**src/logic/dl_pkg.sv**
```systemverilog
// constants, states and carriers of the debug link instruction handler
package dl_pkg;
  // instruction opcode field, bits [7:5] of the instruction byte
  localparam logic [2:0] OP_DLOAD = 3'h0;
  localparam logic [2:0] OP_ILOAD = 3'h1;
  localparam logic [2:0] OP_DSTORE = 3'h2;
  localparam logic [2:0] OP_ISTORE = 3'h3;
  localparam logic [2:0] OP_CLOAD = 3'h4;
  localparam logic [2:0] OP_REPEAT = 3'h5;
  localparam logic [2:0] OP_CSTORE = 3'h6;
  localparam logic [2:0] OP_KEY = 3'h7;
  localparam int OP_LSB = 5;
  localparam int MODE_LSB = 2;
  localparam int CSADDR_W = 4;
  // pointer modes of the indirect store and load
  localparam logic [1:0] PTR_DATA = 2'h0;
  localparam logic [1:0] PTR_INC = 2'h1;
  localparam logic [1:0] PTR_ADDR = 2'h2;
  // key and information block size codes
  localparam logic [1:0] KEY_SIZE_64 = 2'h0;
  localparam logic [1:0] KEY_SIZE_128 = 2'h1;
  localparam logic [4:0] KEY_BYTES = 5'h08;
  localparam logic [4:0] INFO_BYTES = 5'h10;
  // fixed acknowledge character
  localparam logic [7:0] ACK_BYTE = 8'h40;
  // control/status space addresses
  localparam logic [3:0] CS_STATUS = 4'h0;
  localparam logic [3:0] CS_CTRL = 4'h1;
  localparam logic [3:0] CS_CRC = 4'h2;
  localparam logic [3:0] CS_ERRSIG = 4'h3;
  // fields
  localparam int GUARD_W = 3;
  localparam logic [2:0] GUARD_RST = 3'h2;
  localparam int STAT_ERR_BIT = 0;
  localparam int STAT_KEY_BIT = 1;
  localparam int STAT_LOCK_BIT = 2;
  localparam int STAT_RPT_BIT = 3;
  localparam int CRC_DONE_BIT = 0;
  localparam int CRC_FAIL_BIT = 1;
  // error signatures
  localparam logic [2:0] ERR_NONE = 3'h0;
  localparam logic [2:0] ERR_RX = 3'h1;
  localparam logic [2:0] ERR_BUS = 3'h2;
  localparam logic [2:0] ERR_OP = 3'h3;
  localparam logic [2:0] ERR_LOCK = 3'h4;

  typedef enum logic [3:0] {
    S_SYNC, S_INSTR, S_EXEC, S_OPER, S_APPLY, S_BUSY, S_GUARD, S_SEND, S_NEXT, S_ERR
  } dl_state_t;

  // received character from the serial layer
  typedef struct packed {
    logic sync;
    logic brk;
    logic err;
    logic valid;
    logic [7:0] data;
  } dl_rx_t;

  // system bus request
  typedef struct packed {
    logic req;
    logic we;
    logic [1:0] size;
    logic [31:0] addr;
    logic [31:0] wdata;
  } dl_bus_req_t;

  // system bus answer
  typedef struct packed {
    logic done;
    logic err;
    logic [31:0] rdata;
  } dl_bus_rsp_t;
endpackage : dl_pkg

```
**src/logic/dl_handler.sv**
```systemverilog
// debug link instruction handler: decode, operands, bus access, responses
//
// The register addresses and the address-and-strobe port were decided locally.
`timescale 1ns/1ps
// Function
// [RULE1] pointer-mode 2 store loads pointer from address bytes, then acknowledges
// [RULE2] pointer-mode 0 store writes data at pointer, pointer unchanged
// [RULE3] pointer-mode 1 store advances pointer by data size after write
// [RULE4] data bytes follow store; acknowledge only after successful bus write
// [RULE5] address and data operands up to 32 bits
// [RULE6] every repeated store frame is acknowledged before the next
// [RULE7] control load reads one byte of internal space at operand address; the code takes the address from instruction bits [3:0], no operand byte
// [RULE8] control load byte is sent after the guard interval
// [RULE9] control store takes one byte, writes whole byte to addressed register; the code keeps only bits [2:0], and only at CS_CTRL
// [RULE10] control store sends no response
// [RULE11] repeated iterations take operand and data frames only
// [RULE12] debugger never repeats the repeat instruction
// [RULE13] repeat count up to 255, instruction runs count plus one times
// [RULE14] repeat size field sets width of the count operand
// [RULE15] only a break aborts a running repeat
// [RULE16] repeated indirect load streams, guard only before first block
// [RULE17] debugger resends full address each direct-addressed iteration
// [RULE18] key is 64 bits only; information block at most 128 bits
// [RULE19] key size sets frame count; no answer after key bytes
// [RULE20] information block is sent after the guard interval
// [RULE21] boot crc result readable in control space even when locked
// [RULE22] each received sync character emits an event pulse
// [RULE23] configurable idle bits precede the first response byte
// [RULE24] after an error all requests are ignored until a break
// [RULE25] every acknowledge uses one fixed byte constant
module dl_handler #(
  parameter logic [127:0] INFO_VALUE = 128'h0123456789ABCDEFFEDCBA9876543210 // arbitrary
) (
  // clock and reset
  input wire logic mclk,
  input wire logic rst,
  // receive side of the serial layer
  input wire dl_pkg::dl_rx_t rx,
  input wire logic bit_tick,
  // transmit side of the serial layer
  output logic tx_valid,
  output logic [7:0] tx_data,
  input wire logic tx_ready,
  // system bus
  output dl_pkg::dl_bus_req_t bus_req,
  input wire dl_pkg::dl_bus_rsp_t bus_rsp,
  // device status and key output
  input wire logic sys_locked,
  input wire logic boot_crc_done,
  input wire logic boot_crc_fail,
  output logic [63:0] key_data,
  output logic key_strobe,
  output logic sync_evt,
  // software register port
  input wire logic [3:0] reg_addr,
  input wire logic [7:0] reg_wdata,
  input wire logic reg_wr,
  input wire logic reg_rd,
  output logic [7:0] reg_rdata
);
  dl_pkg::dl_state_t state;
  logic [2:0] op;
  logic [1:0] mode;
  logic [1:0] size;
  logic [3:0] cs_addr;
  logic [63:0] opnd;
  logic [3:0] cnt;
  logic [4:0] need;
  logic [31:0] ptr;
  logic [7:0] rpt_cnt;
  logic [7:0] rpt_left;
  logic rpt_pend;
  logic first;
  logic [127:0] tx_buf;
  logic [4:0] tx_left;
  logic [2:0] errsig;
  logic key_valid;
  logic cs_we;
  logic [7:0] cs_wdata;
  logic [dl_pkg::GUARD_W-1:0] guard_bits;
  logic [dl_pkg::GUARD_W-1:0] guard_cnt;
  logic [1:0] crc_stat;

  // control/status space read view, never gated by the lock
  function automatic logic [7:0] cs_read(input logic [3:0] a);
    logic [7:0] v;
    v = 8'h00;
    unique case (a)
      dl_pkg::CS_STATUS: begin
        v[dl_pkg::STAT_ERR_BIT] = (state == dl_pkg::S_ERR);
        v[dl_pkg::STAT_KEY_BIT] = key_valid;
        v[dl_pkg::STAT_LOCK_BIT] = sys_locked;
        v[dl_pkg::STAT_RPT_BIT] = (rpt_left != 8'h00) | rpt_pend;
      end
      dl_pkg::CS_CTRL: v[dl_pkg::GUARD_W-1:0] = guard_bits;
      dl_pkg::CS_CRC: v[1:0] = crc_stat; // [RULE21]
      dl_pkg::CS_ERRSIG: v[2:0] = errsig;
      default: v = 8'h00;
    endcase
    return v;
  endfunction : cs_read

  // operand bytes expected by the current instruction
  always_comb begin
    unique case (op)
      dl_pkg::OP_CSTORE: need = 5'h01; // [RULE9]
      dl_pkg::OP_KEY: need = dl_pkg::KEY_BYTES; // [RULE18] [RULE19]
      default: need = {3'h0, size} + 5'h01; // [RULE5] [RULE14]
    endcase
  end

  // instruction sequencer
  always_ff @(posedge mclk) begin
    if (rst) begin
      state <= dl_pkg::S_SYNC;
      op <= dl_pkg::OP_DLOAD;
      mode <= dl_pkg::PTR_DATA;
      size <= 2'h0;
      cs_addr <= 4'h0;
      opnd <= 64'h0;
      cnt <= 4'h0;
      ptr <= 32'h0;
      rpt_cnt <= 8'h00;
      rpt_left <= 8'h00;
      rpt_pend <= 1'b0;
      first <= 1'b0;
      tx_buf <= 128'h0;
      tx_left <= 5'h00;
      tx_valid <= 1'b0;
      tx_data <= 8'h00;
      bus_req <= '0;
      errsig <= dl_pkg::ERR_NONE;
      key_data <= 64'h0;
      key_strobe <= 1'b0;
      key_valid <= 1'b0;
      cs_we <= 1'b0;
      cs_wdata <= 8'h00;
    end else begin
      key_strobe <= 1'b0;
      cs_we <= 1'b0;
      if (rx.brk) begin
        // break is the only way out of an error or a running repeat
        state <= dl_pkg::S_SYNC; // [RULE15] [RULE24]
        rpt_left <= 8'h00;
        rpt_pend <= 1'b0;
        tx_valid <= 1'b0;
        bus_req.req <= 1'b0;
      end else if (rx.err && state != dl_pkg::S_ERR) begin
        state <= dl_pkg::S_ERR; // [RULE24]
        errsig <= dl_pkg::ERR_RX;
        tx_valid <= 1'b0;
        bus_req.req <= 1'b0;
      end else begin
        unique case (state)
          dl_pkg::S_SYNC: begin
            if (rx.sync) begin
              state <= dl_pkg::S_INSTR;
            end
          end
          dl_pkg::S_INSTR: begin
            if (rx.valid) begin
              op <= rx.data[7:dl_pkg::OP_LSB];
              mode <= rx.data[dl_pkg::MODE_LSB+1:dl_pkg::MODE_LSB];
              size <= rx.data[1:0];
              cs_addr <= rx.data[dl_pkg::CSADDR_W-1:0];
              // a pending count applies to this instruction only
              rpt_left <= rpt_pend ? rpt_cnt : 8'h00; // [RULE13]
              rpt_pend <= 1'b0;
              first <= 1'b1;
              state <= dl_pkg::S_EXEC;
            end
          end
          dl_pkg::S_EXEC: begin
            cnt <= 4'h0;
            opnd <= 64'h0;
            unique case (op)
              dl_pkg::OP_ISTORE, dl_pkg::OP_CSTORE, dl_pkg::OP_REPEAT: state <= dl_pkg::S_OPER;
              dl_pkg::OP_ILOAD: begin
                if (sys_locked) begin
                  state <= dl_pkg::S_ERR;
                  errsig <= dl_pkg::ERR_LOCK;
                end else begin
                  bus_req <= {1'b1, 1'b0, size, ptr, 32'h0};
                  state <= dl_pkg::S_BUSY;
                end
              end
              dl_pkg::OP_CLOAD: begin
                tx_buf <= {120'h0, cs_read(cs_addr)}; // [RULE7]
                tx_left <= 5'h01;
                state <= dl_pkg::S_GUARD; // [RULE8]
              end
              dl_pkg::OP_KEY: begin
                if (mode[0] && size == dl_pkg::KEY_SIZE_128) begin
                  tx_buf <= INFO_VALUE;
                  tx_left <= dl_pkg::INFO_BYTES; // [RULE18] [RULE19]
                  state <= dl_pkg::S_GUARD; // [RULE20]
                end else if (mode[0] && size == dl_pkg::KEY_SIZE_64) begin
                  tx_buf <= INFO_VALUE;
                  tx_left <= dl_pkg::KEY_BYTES; // [RULE19]
                  state <= dl_pkg::S_GUARD; // [RULE20]
                end else if (size == dl_pkg::KEY_SIZE_64) begin
                  state <= dl_pkg::S_OPER;
                end else begin
                  state <= dl_pkg::S_ERR; // [RULE18]
                  errsig <= dl_pkg::ERR_OP;
                end
              end
              default: begin
                // direct-addressed access is not handled by this block
                state <= dl_pkg::S_ERR;
                errsig <= dl_pkg::ERR_OP;
              end
            endcase
          end
          dl_pkg::S_OPER: begin
            if (rx.valid) begin
              opnd[cnt[2:0]*8 +: 8] <= rx.data; // [RULE4] [RULE9]
              cnt <= cnt + 4'h1;
              if ({1'b0, cnt} == need - 5'h01) begin
                state <= dl_pkg::S_APPLY;
              end
            end
          end
          dl_pkg::S_APPLY: begin
            unique case (op)
              dl_pkg::OP_ISTORE: begin
                if (mode == dl_pkg::PTR_ADDR) begin
                  ptr <= opnd[31:0]; // [RULE1]
                  tx_buf <= {120'h0, dl_pkg::ACK_BYTE}; // [RULE25]
                  tx_left <= 5'h01;
                  state <= dl_pkg::S_GUARD;
                end else if (sys_locked) begin
                  state <= dl_pkg::S_ERR;
                  errsig <= dl_pkg::ERR_LOCK;
                end else begin
                  bus_req <= {1'b1, 1'b1, size, ptr, opnd[31:0]}; // [RULE2]
                  state <= dl_pkg::S_BUSY;
                end
              end
              dl_pkg::OP_CSTORE: begin
                cs_we <= 1'b1; // [RULE9]
                cs_wdata <= opnd[7:0];
                state <= dl_pkg::S_NEXT; // [RULE10]
              end
              dl_pkg::OP_REPEAT: begin
                rpt_cnt <= opnd[7:0]; // [RULE13] [RULE14]
                rpt_pend <= 1'b1;
                state <= dl_pkg::S_NEXT;
              end
              default: begin
                key_data <= opnd; // [RULE18]
                key_strobe <= 1'b1;
                key_valid <= 1'b1;
                state <= dl_pkg::S_NEXT; // [RULE19]
              end
            endcase
          end
          dl_pkg::S_BUSY: begin
            if (bus_rsp.done) begin
              bus_req.req <= 1'b0;
              if (bus_rsp.err) begin
                state <= dl_pkg::S_ERR; // [RULE24]
                errsig <= dl_pkg::ERR_BUS;
              end else begin
                if (mode == dl_pkg::PTR_INC) begin
                  ptr <= ptr + {30'h0, size} + 32'h1; // [RULE3]
                end
                if (op == dl_pkg::OP_ISTORE) begin
                  tx_buf <= {120'h0, dl_pkg::ACK_BYTE}; // [RULE4] [RULE25]
                  tx_left <= 5'h01;
                  state <= dl_pkg::S_GUARD; // [RULE6]
                end else begin
                  tx_buf <= {96'h0, bus_rsp.rdata};
                  tx_left <= {3'h0, size} + 5'h01;
                  // later blocks of a repeated load follow with no idle gap
                  state <= first ? dl_pkg::S_GUARD : dl_pkg::S_SEND; // [RULE16]
                end
              end
            end
          end
          dl_pkg::S_GUARD: begin
            if (guard_cnt == guard_bits) begin
              state <= dl_pkg::S_SEND; // [RULE23]
            end
          end
          dl_pkg::S_SEND: begin
            // bytes go out least significant first, back to back
            if (!tx_valid) begin
              tx_valid <= 1'b1;
              tx_data <= tx_buf[7:0];
              tx_buf <= tx_buf >> 8;
            end else if (tx_ready) begin
              if (tx_left == 5'h01) begin
                tx_valid <= 1'b0;
                state <= dl_pkg::S_NEXT;
              end else begin
                tx_data <= tx_buf[7:0];
                tx_buf <= tx_buf >> 8;
              end
              tx_left <= tx_left - 5'h01;
            end
          end
          dl_pkg::S_NEXT: begin
            first <= 1'b0;
            if (rpt_left != 8'h00) begin
              rpt_left <= rpt_left - 8'h01;
              state <= dl_pkg::S_EXEC; // [RULE11]
            end else begin
              state <= dl_pkg::S_SYNC;
            end
          end
          dl_pkg::S_ERR: state <= dl_pkg::S_ERR; // [RULE24]
          default: state <= dl_pkg::S_ERR;
        endcase
      end
    end
  end

  // guard idle bits, counted in bit periods of the current baud
  always_ff @(posedge mclk) begin
    if (rst || state != dl_pkg::S_GUARD) begin
      guard_cnt <= '0;
    end else if (bit_tick && guard_cnt != guard_bits) begin
      guard_cnt <= guard_cnt + 3'h1; // [RULE23]
    end
  end

  // guard setting; software wins a collision with a debugger store
  always_ff @(posedge mclk) begin
    if (rst) begin
      guard_bits <= dl_pkg::GUARD_RST;
    end else if (reg_wr && reg_addr == dl_pkg::CS_CTRL) begin
      guard_bits <= reg_wdata[dl_pkg::GUARD_W-1:0];
    end else if (cs_we && cs_addr == dl_pkg::CS_CTRL) begin
      guard_bits <= cs_wdata[dl_pkg::GUARD_W-1:0]; // [RULE9]
    end
  end

  // boot crc result, captured independently of the lock
  always_ff @(posedge mclk) begin
    if (rst) begin
      crc_stat <= 2'h0;
    end else if (boot_crc_done) begin
      crc_stat[dl_pkg::CRC_DONE_BIT] <= 1'b1; // [RULE21]
      crc_stat[dl_pkg::CRC_FAIL_BIT] <= boot_crc_fail;
    end
  end

  // sync event for a capture timer, one pulse per sync character
  always_ff @(posedge mclk) begin
    if (rst) begin
      sync_evt <= 1'b0;
    end else begin
      sync_evt <= rx.sync; // [RULE22]
    end
  end

  // software read port, data valid only in the cycle after the strobe
  always_ff @(posedge mclk) begin
    if (rst) begin
      reg_rdata <= 8'h00;
    end else begin
      reg_rdata <= reg_rd ? cs_read(reg_addr) : 8'h00;
    end
  end
endmodule : dl_handler

```
**config.mk**
```make
export PLATFORM = sky130hd
export DESIGN_NAME = dl_handler
export DESIGN_NICKNAME = d
export VERILOG_FILES = /design/src/logic/dl_pkg.sv /design/src/logic/dl_handler.sv
export SDC_FILE = /design/constraint.sdc
export NUM_CORES = 1
export LEC_CHECK = 0
export BUFFER_PORTS_ARGS = -buffer_cell sky130_fd_sc_hd__buf_4
export CAP_MARGIN = 40
export CORE_UTILIZATION = 40
export CTS_BUF_LIST = sky130_fd_sc_hd__clkbuf_16
export DETAILED_ROUTE_END_ITERATION = 12
export PLACE_DENSITY = 0.64
export SYNTH_ARGS = -nofsm -noshare
export SYNTH_HDL_FRONTEND = slang
export SYNTH_SLANG_ARGS = --single-unit
```
**constraint.sdc**
```tcl
create_clock -name mclk -period 2.95 [get_ports mclk]
set_input_delay 0.885 -clock mclk [delete_from_list [all_inputs] [get_ports mclk]]
set_output_delay 0.885 -clock mclk [all_outputs]
set_load 0.01 [all_outputs]
```
Yosys cells after proc, flatten, opt, wreduce, memory -nomap -nowiden
Cells that the tools add are included.
Widths: inputs -> output; s select.

storage, ports and cells
  word-level logic and storage cells = 269
  input port bits = 67
  register bits = 433
  output and inout bits = 151

cells by class
  bitwise logic cells = 7
  shifts and indexed selects = 2
  mux-type cells = 100
  eq/ne operators = 71
  reduce and logical (&&, ||, !) cells = 45
  $add $sub $neg = 9

operators by type and width
  cell                     number
  $mux 128                 9
  $pmux 128 s4             1
  $mux 68                  5
  $pmux 128 s2             1
  $mux 32                  6
  $pmux 67 s2              1
  $pmux 64 s2              1
  $mux 4                   18
  $bwmux 64                1
  $mux 64                  1
  $pmux 32 s2              1
  $shift 8x34->64 const A  1
  $shiftx 8x34->64         1
  $mux 8                   6
  $ne 3x3->1 const B       15
  $mux 5                   8
  $mux 3                   12
  $ne 2x2->1 const B       18
  $pmux 4 s9               1
  $neg 6->34               1
  $add 32x1->32 const B    1
  $add 32x2->32            1
  $reduce_and 4->1         8
  $eq 4x2->1 const B       6
  51 further kinds         110

Longest topological paths before layout
Gate-level depths: netlist of run 1.

  word-level depth = 8
  depth in mapped cells = 12
  depth with buffers taken out = 9

Worst setup path before layout of run 1
OpenSTA, ideal clock, no wires.

  path kind = input to register
  start point = input port rx[9] (netlist name)
  end point = register tx_buf[16]
  data arrival time = 2310 ps
  cell stages on the path = 8
  setup slack = 506 ps
  path buffers = 4
  path through = clkbuf_1 a221oi_4 nand4b_2 buf_6 nor2_1 buf_2 buf_2 a211oi_1

between the ends
  word-level cells in the longest chain between the ends = 3

RTL lines
  item                         line               source
  start, declared              dl_handler.sv:38   input wire dl_pkg::dl_rx_t rx,
  $logic_and 1x1->1            dl_handler.sv:148  end else if (rx.err && state != dl_pkg::S_ERR) begin
  $not 1->1 (no line)          n/a
  $reduce_and 11->1 (no line)  n/a
  end signal, assigned         dl_handler.sv:188  tx_buf <= {120'h0, cs_read(cs_addr)};
  end signal, assigned         dl_handler.sv:229  tx_buf <= {120'h0, dl_pkg::ACK_BYTE};
  end signal, assigned         dl_handler.sv:269  tx_buf <= {120'h0, dl_pkg::ACK_BYTE};
  end, declared                dl_handler.sv:74   logic [127:0] tx_buf;

Every way passes these cells.
A chain may end at the register's enable or synchronous reset.

Worst setup path in the final report of run 1
  start point = register state[3]
  end point = register tx_data[0]

between the ends
  word-level cells in the longest chain between the ends = 4
  elaborated cells on any way between the ends = 5
  classes of those cells = eq/ne: 2; bitwise: 1; reduce/logical: 2

RTL lines
  item                          line               source
  start, declared               dl_handler.sv:61   dl_pkg::dl_state_t state;
  start signal, assigned        dl_handler.sv:115  state <= dl_pkg::S_SYNC;
  start signal, assigned        dl_handler.sv:143  state <= dl_pkg::S_SYNC;
  start signal, assigned        dl_handler.sv:149  state <= dl_pkg::S_ERR;
  $ne 4x4->1                    dl_handler.sv:148
  $logic_and 1x1->1             dl_handler.sv:148
  $not 1->1 (no line)           n/a
  $reduce_and 5->1 (no line) *  n/a
  end signal, assigned          dl_handler.sv:290  tx_data <= tx_buf[7:0];
  end signal, assigned          dl_handler.sv:297  tx_data <= tx_buf[7:0];
  end, declared                 dl_handler.sv:42   output logic [7:0] tx_data,

Mark *: on every way between the ends. The rest lies on a longest branch, timed or not.

==> results.ini, run 1 <==
[status]
status=finished clean

[clock_tree]
cts_root_buf=clkbuf_16
numCtsBuffers=40
clk_latency_ns=0.57
cts_resized=0
cts_tree=built
clk_pin_slew_ns=0.06
clock-sinks=359
max-clock-path-buffers=3
cts_setup_buffers=0
cts_hold_buf=0
h-tree-depth=2

[setup_path]
crit_path_start_kind=register
crit_arrival_ns=3.26
crit_required_ns=3.38
r2r_slack_ns=0.12
criticalPathCategory=reg2reg
cp_max_fo=9
endpoint_kind=register

[sta]
hold-worst-slack_ns=0.4502
setup_viol=0
skew_ns=0.01732
fmax_mhz=352.8
fin_crit_sh_pct=96.09
hold_violations=0
finalSetupTns_ns=0
slew_violations=0
max_slew.worst_pin.slew_ns=0.9065
relSlewSlack_pct=39.57
rsz0062_at_grt=no
period_needed_ns=2.835

[route]
viasPerCell=5.773
drt_wl_total_mm=51.52
ant_nets=0
first_pass_iters=5
dr_total_vias=15220
drc=0
first_iter_violations=1053
post_drt_wl_per_cell_um=19.55

[global_route]
antenna_found_initial=0
grt_pass1_wl_mm=80.49
grt_pass1_vias=14370
grt_start_max_net_pins=137
grt.overflow.total=0
gr-usage-all-layers_pct=24.55

[power]
power.switching_mw=2.284
p_clk_share_pct=49.1
power.internal_mw=7.994
total_power_mw=10.28
p_seq_share_pct=47.4
sw_frac_of_total_pct=22.22
combPwrFrac_pct=3.5
p_leak_nw=7.043
peakVddDrop_mv=0.3612
power.density_nw_per_um2=525.4

[placement]
io_buffer_count=208
routabilityCongestion=0.9115
dpl.cell_count=2565
place_hpwl_mm=34.73

[yosys]
synth_commonest_cells=359 x dfxtp_1, 323 x nand2_1, 290 x a21oi_1
syn_area_per_cell_um2=8.302
synth_top_cell_by_area=dfxtp_1
synth_area_um2=16060
synth_most_common_cell=dfxtp_1
ys_async_sr_fraction_pct=0
synth-main-ff-cell=dfxtp_1
syn_inst=1935
netlist_top_cells_area=dfxtp_1 45%, a21oi_1 9.0%, nand2_1 7.5%
synth_seq_cells=359
yosys_warnings=0
synth_edf_count=0
ys_seq_area_share_pct=44.74
yosysTopAreaCellShare_pct=44.74
ys_types=90

[layout]
drive_gt1_share_pct=18.10
antenna_cells=0
final_util_pct=49.35
syn_to_final_growth_pct=21.78
num-nets-final=2165
fin_cells=2636
num-fill-cells=3865

[floorplanning]
initial_core_util_pct=40.52
rows=73
io_pins=218
die_area_um2=40970
design.core.area_um2=39640
die_w_um=202.4
dieHeight_um=202.4

[worst_hold_path]
hp-class=reg2reg

[flow_run]
drv_cap=0

[routing by layer]
layer  wire length, um  up-vias  global-route usage (%)
met2             23720      524                   39.02
met5                 0        -                       0
li1                  -     7292                       -
met4              2048        0                   10.85
met1             22630     7293                   32.60
met3              3130      108                   4.176
[metrics by stage]
| stage | worst slack (ns) | area [um2] |
|---|---|---|
| 2_1_floorplan | 0.5060 | 16080 |
| 3_3_place_gp | 0.2266 | 18220 |
| 3_5_place_dp | 0.1750 | 18240 |
| 4_1_cts | 0.1843 | 19560 |
| 5_1_grt | 0.01046 | 19560 |
| 6_report | 0.1152 | 19560 |
[worst max-delay path, cell delays in order, from the launching register on]
cell       delay (ns)
dfxtp_1          0.52
buf_4            0.24
nand4bb_1        0.25
buf_4            0.27
a21oi_1          0.27
buf_4            0.25
nand3_1          0.51
mux2i_1          0.33
nor2_1           0.06
[path summary, 6_finish.rpt]
path | startpoint | to | cells past startpoint
worst min register to register | opnd[49] | opnd[49] | 1
worst min-delay path | opnd[49] | opnd[49] | 1
worst max-delay path | state[3] | tx_data[0] | 8
worst max register to register | state[3] | tx_data[0] | 8
[cells by family (layout without fill, tap and decap cells)]
family / Yosys count / after routing / synth area share [%]
AOI/OAI and AO/OA: 622 / 622 / 24.78
xor gates and xnor gates: 14 / 14 / 0.7633
adders and majority gates: 16 / 16 / 1.293
buffers and inverters: 202 / 375 / 5.585
DFF: 359 / 359 / 44.74
muxes: 31 / 31 / 2.017
other: 1 / 4 / 0.02334
and+or+nand+nor: 690 / 690 / 20.80
[layout by cell type, fill, tap and decap left out, types with 7 or more instances in the layout]
cell type,count
a311oi_1,10
clkinv_1,7
a211oi_1,58
a21oi_1,290
a22o_1,25
nor2b_1,20
mux2i_1,29
o21a_1,7
a32oi_1,27
and4_1,8
nand3_1,77
nand4_1,39
or3_1,7
a22oi_1,19
nor2_1,100
nand2b_1,13
nor4_1,7
clkinv_2,7
clkbuf_16,42
and2_1,8
buf_4,268
nor3_1,20
inv_1,29
and3_1,17
dfxtp_1,359
nor4_2,7
a31oi_1,14
nand2_1,323
buf_12,13
a21o_1,16
o31ai_1,11
xnor2_1,8
ha_1,15
o21ai_0,66
o211ai_1,10
[final cells by class]
cell class,count,area [um2],share of cell area (%)
multi-input cells,1377,8030,41.05
flip-flops and latches,359,7187,36.74
repair buffers,282,2286,11.69
clock buffers,42,1051,5.373
well taps,525,656.9,3.358
clock inverters,29,269.0,1.375
inverters,22,82.58,0.4221
[power groups by stage]
stage | logic [mW] | clock network, mW | registers (mW)
5_1_grt | 0.385 | 5.35 | 4.87
4_1_cts | 0.358 | 5.15 | 4.87
2_1_floorplan | 0.193 | 0 | 4.97
3_5_place_dp | 0.357 | 0 | 4.98
3_3_place_gp | 0.354 | 0 | 4.98
6_report | 0.362 | 5.05 | 4.87
[state kept, by name (all words and copies together), names as in the netlist, 4 cells and up]
name	flops
opnd	64
bus_req	68
tx_buf	62
rpt_left	8
reg_rdata	4
tx_data	8
key_data	64
ptr	32
state	4
rpt_cnt	8
cnt	4
tx_left	5
(Power assumes the default switching activity.)
==> run 2, diff against run 1 <==
--- a/config.mk
+++ b/config.mk
@@ -5,11 +5,13 @@
 export SDC_FILE = /design/constraint.sdc
 export NUM_CORES = 1
 export LEC_CHECK = 0
+export ABC_AREA = 1
 export BUFFER_PORTS_ARGS = -buffer_cell sky130_fd_sc_hd__buf_4
 export CAP_MARGIN = 40
 export CORE_UTILIZATION = 40
 export CTS_BUF_LIST = sky130_fd_sc_hd__clkbuf_16
 export DETAILED_ROUTE_END_ITERATION = 12
+export HOLD_SLACK_MARGIN = 0.1
 export PLACE_DENSITY = 0.64
 export SYNTH_ARGS = -nofsm -noshare
 export SYNTH_HDL_FRONTEND = slang
==> run 2 against run 1 <==
Effect of this change: combinational power is 42% higher; die area is 1.7% higher; clock power shrank 14%; global-route usage hardly changed; utilization decreased by 0.48 points; critical path depth is the same; sequential power rose by 0.8%; total power is 4.8% lower.
==> results.ini, run 2 <==
[route]
post_drt_wl_per_cell_um=16.71  ; was 19.55 um
drt_wl_total_mm=51.71  ; was 51.52 mm
ant_nets=0  ; unchanged
dr_total_vias=16090  ; was 15220
first_iter_violations=1305  ; was 1053
first_pass_iters=5  ; unchanged
drc=0  ; unchanged
viasPerCell=5.200  ; was 5.773

[placement]
place_hpwl_mm=37.28  ; was 34.73 mm
dpl_cell_area_um2=18450  ; was 18240 um2
dpl.cell_count=3028  ; was 2565
routabilityCongestion=0.9545  ; was 0.9115
io_buffer_count=208  ; unchanged

[power]
power.density_nw_per_um2=500.7  ; was 525.4 nW/um2
total_power_mw=9.789  ; was 10.28 mW
p_leak_nw=7.540  ; was 7.043 nW
peakVddDrop_mv=0.3637  ; was 0.3612 mV

[yosys]
synth_edf_count=0  ; unchanged
ys_seq_area_share_pct=44.00  ; was 44.74%
yosysTopAreaCellShare_pct=44.00  ; was 44.74%
yosys_warnings=0  ; unchanged
synth-main-ff-cell=dfxtp_1  ; unchanged
synth_commonest_cells=537 x nand2_1, 359 x dfxtp_1, 322 x nor2_1  ; was 359 x dfxtp_1, 323 x nand2_1, 290 x a21oi_1
syn_inst=2368  ; was 1935
ys_types=51  ; was 90
synth_area_um2=16330  ; was 16060 um2
synth_most_common_cell=nand2_1  ; was dfxtp_1
synth_seq_cells=359  ; unchanged
synth_top_cell_by_area=dfxtp_1  ; unchanged
ys_async_sr_fraction_pct=0  ; unchanged
netlist_top_cells_area=dfxtp_1 44%, nand2_1 12%, a21oi_1 8.5%  ; was dfxtp_1 45%, a21oi_1 9.0%, nand2_1 7.5%
syn_area_per_cell_um2=6.897  ; was 8.302 um2

[layout]
drive_gt1_share_pct=13.04  ; was 18.10%
final_util_pct=48.87  ; was 49.35%
fin_cells=3094  ; was 2636
syn_to_final_growth_pct=19.70  ; was 21.78%
finalInstanceArea_um2=19550  ; was 19560 um2
final_common_cell=nand2_1  ; was dfxtp_1
reg_top3=bus_req (68), key_data (64), opnd (64)  ; unchanged
antenna_cells=0  ; unchanged
largest_register_ff_count=68  ; unchanged
num-fill-cells=4034  ; was 3865
num-nets-final=2627  ; was 2165
max_flop_register=bus_req  ; unchanged
final_cell_mix=537 x nand2_1, 359 x dfxtp_1, 319 x nor2_1  ; was 359 x dfxtp_1, 323 x nand2_1, 290 x a21oi_1

[sta]
skew_ns=0.01782  ; was 0.01732 ns
slew_violations=0  ; unchanged
hold_violations=0  ; unchanged
setup_viol=0  ; unchanged
fin_crit_sh_pct=90.31  ; was 96.09%
period_needed_ns=2.664  ; was 2.835 ns
max_slew.worst_pin.slew_ns=0.6538  ; was 0.9065 ns
finalSetupTns_ns=0  ; unchanged
fmax_mhz=375.4  ; was 352.8 MHz
relSlewSlack_pct=56.25  ; was 39.57%
rsz0062_at_grt=no  ; unchanged

[flow_run]
drv_cap=0  ; unchanged

[clock_tree]
max-clock-path-buffers=3  ; unchanged
cts_tree=built  ; unchanged
cts_resized=0  ; unchanged
clk_pin_slew_ns=0.06  ; about the same
h-tree-depth=2  ; unchanged
clock-sinks=359  ; unchanged
cts_hold_buf=0  ; unchanged
cts_root_buf=clkbuf_16  ; unchanged
cts_setup_buffers=0  ; unchanged
clk_latency_ns=0.55  ; was 0.57 ns
numCtsBuffers=39  ; was 40

[floorplanning]
io_pins=218  ; unchanged
design.core.area_um2=40010  ; was 39640 um2
rows=73  ; unchanged
die_w_um=204.1  ; was 202.4 um
die_area_um2=41640  ; was 40970 um2
dieHeight_um=204.1  ; was 202.4 um
initial_core_util_pct=40.83  ; was 40.52%

[setup_path]
crit_required_ns=3.42  ; was 3.38 ns
crit_arrival_ns=3.13  ; was 3.26 ns
endpoint_kind=register  ; unchanged
criticalPathCategory=reg2reg  ; unchanged
cp_max_fo=10  ; was 9
crit_path_start_kind=register  ; unchanged

[global_route]
gr-usage-all-layers_pct=24.54  ; was 24.55%
antenna_found_initial=0  ; unchanged
grt_pass1_vias=14710  ; was 14370
grt_pass1_wl_mm=80.83  ; was 80.49 mm
busiest_layer=met2  ; unchanged
grt_start_max_net_pins=107  ; was 137
grtUsageMet2_pct=40.03  ; was 39.02%
use_met3_pct=4.225  ; was 4.176%
grt.overflow.total=0  ; unchanged
use_met1_pct=32.77  ; was 32.60%

[status]
status=finished clean  ; unchanged

[worst_hold_path]
hp-class=reg2reg  ; unchanged

run 2: final timing paths:
check	from	endpoint	slack, ns	cells after the start
worst max-delay path	cnt[0]	opnd[4]	0.29	8
worst min-delay path	key_data[28]	key_data[28]	0.44	2
worst max register to register	cnt[0]	opnd[4]	0.29	8
worst min register to register	key_data[28]	key_data[28]	0.44	2
run 2: report_power, final:
group | leakage [nW] | internal, mW | switching [mW]
registers | 2.89 | 4.89 | 0.0293
clock network | 0.567 | 2.39 | 1.97
logic | 4.08 | 0.184 | 0.332
total | 7.54 | 7.46 | 2.33
run 2: metrics by stage:
| step | hold WS (ns) | worst slack (ns) |
|---|---|---|
| after global placement | 0.4342 | 0.2987 |
| after global routing | 0.4582 | 0.06925 |
| final | 0.4435 | 0.2858 |
| after floorplan | 0.4245 | 0.4586 |
| after detailed placement | 0.4359 | 0.2706 |
| after CTS | 0.4446 | 0.3260 |
run 2: routing by layer:
metal,wire [um],part of all wire [%]
met5,0,0
met4,1532,3.0
met3,3427,6.6
met2,23600,46
met1,23150,45
run 2: layout make-up:
type | instances | area, um2 | share of cell area (%)
Tap cell | 525 | 656.9 | 3.360
Clock buffer | 39 | 975.9 | 4.992
Clock inverter | 27 | 122.6 | 0.6272
Inverter | 223 | 839.6 | 4.294
Sequential cell | 359 | 7187 | 36.76
Multi-Input combinational cell | 1668 | 7779 | 39.79
Timing Repair Buffer | 253 | 1991 | 10.18
run 2: worst max-delay path, stage by stage (launching register included):
cell      delay (ns)
dfxtp_1         0.33
clkinv_1        0.30
ha_1            0.33
ha_1            0.43
inv_1           0.32
nand4_1         0.25
nor3_4          0.37
nand2_1         0.09
a21oi_1         0.15
run 2: kinds of logic (layout without fill, tap and decap cells):
logic type | Yosys count | in the layout | share of synthesized area, %
xor gates and xnor gates | 9 | 9 | 0.4826
adders and majority gates | 16 | 16 | 1.272
DFF | 359 | 359 | 44.00
AOI/OAI and AO/OA | 581 | 581 | 18.88
buffers and inverters | 344 | 542 | 8.518
and+or+nand+nor | 1058 | 1058 | 26.82
other | 1 | 4 | 0.02296
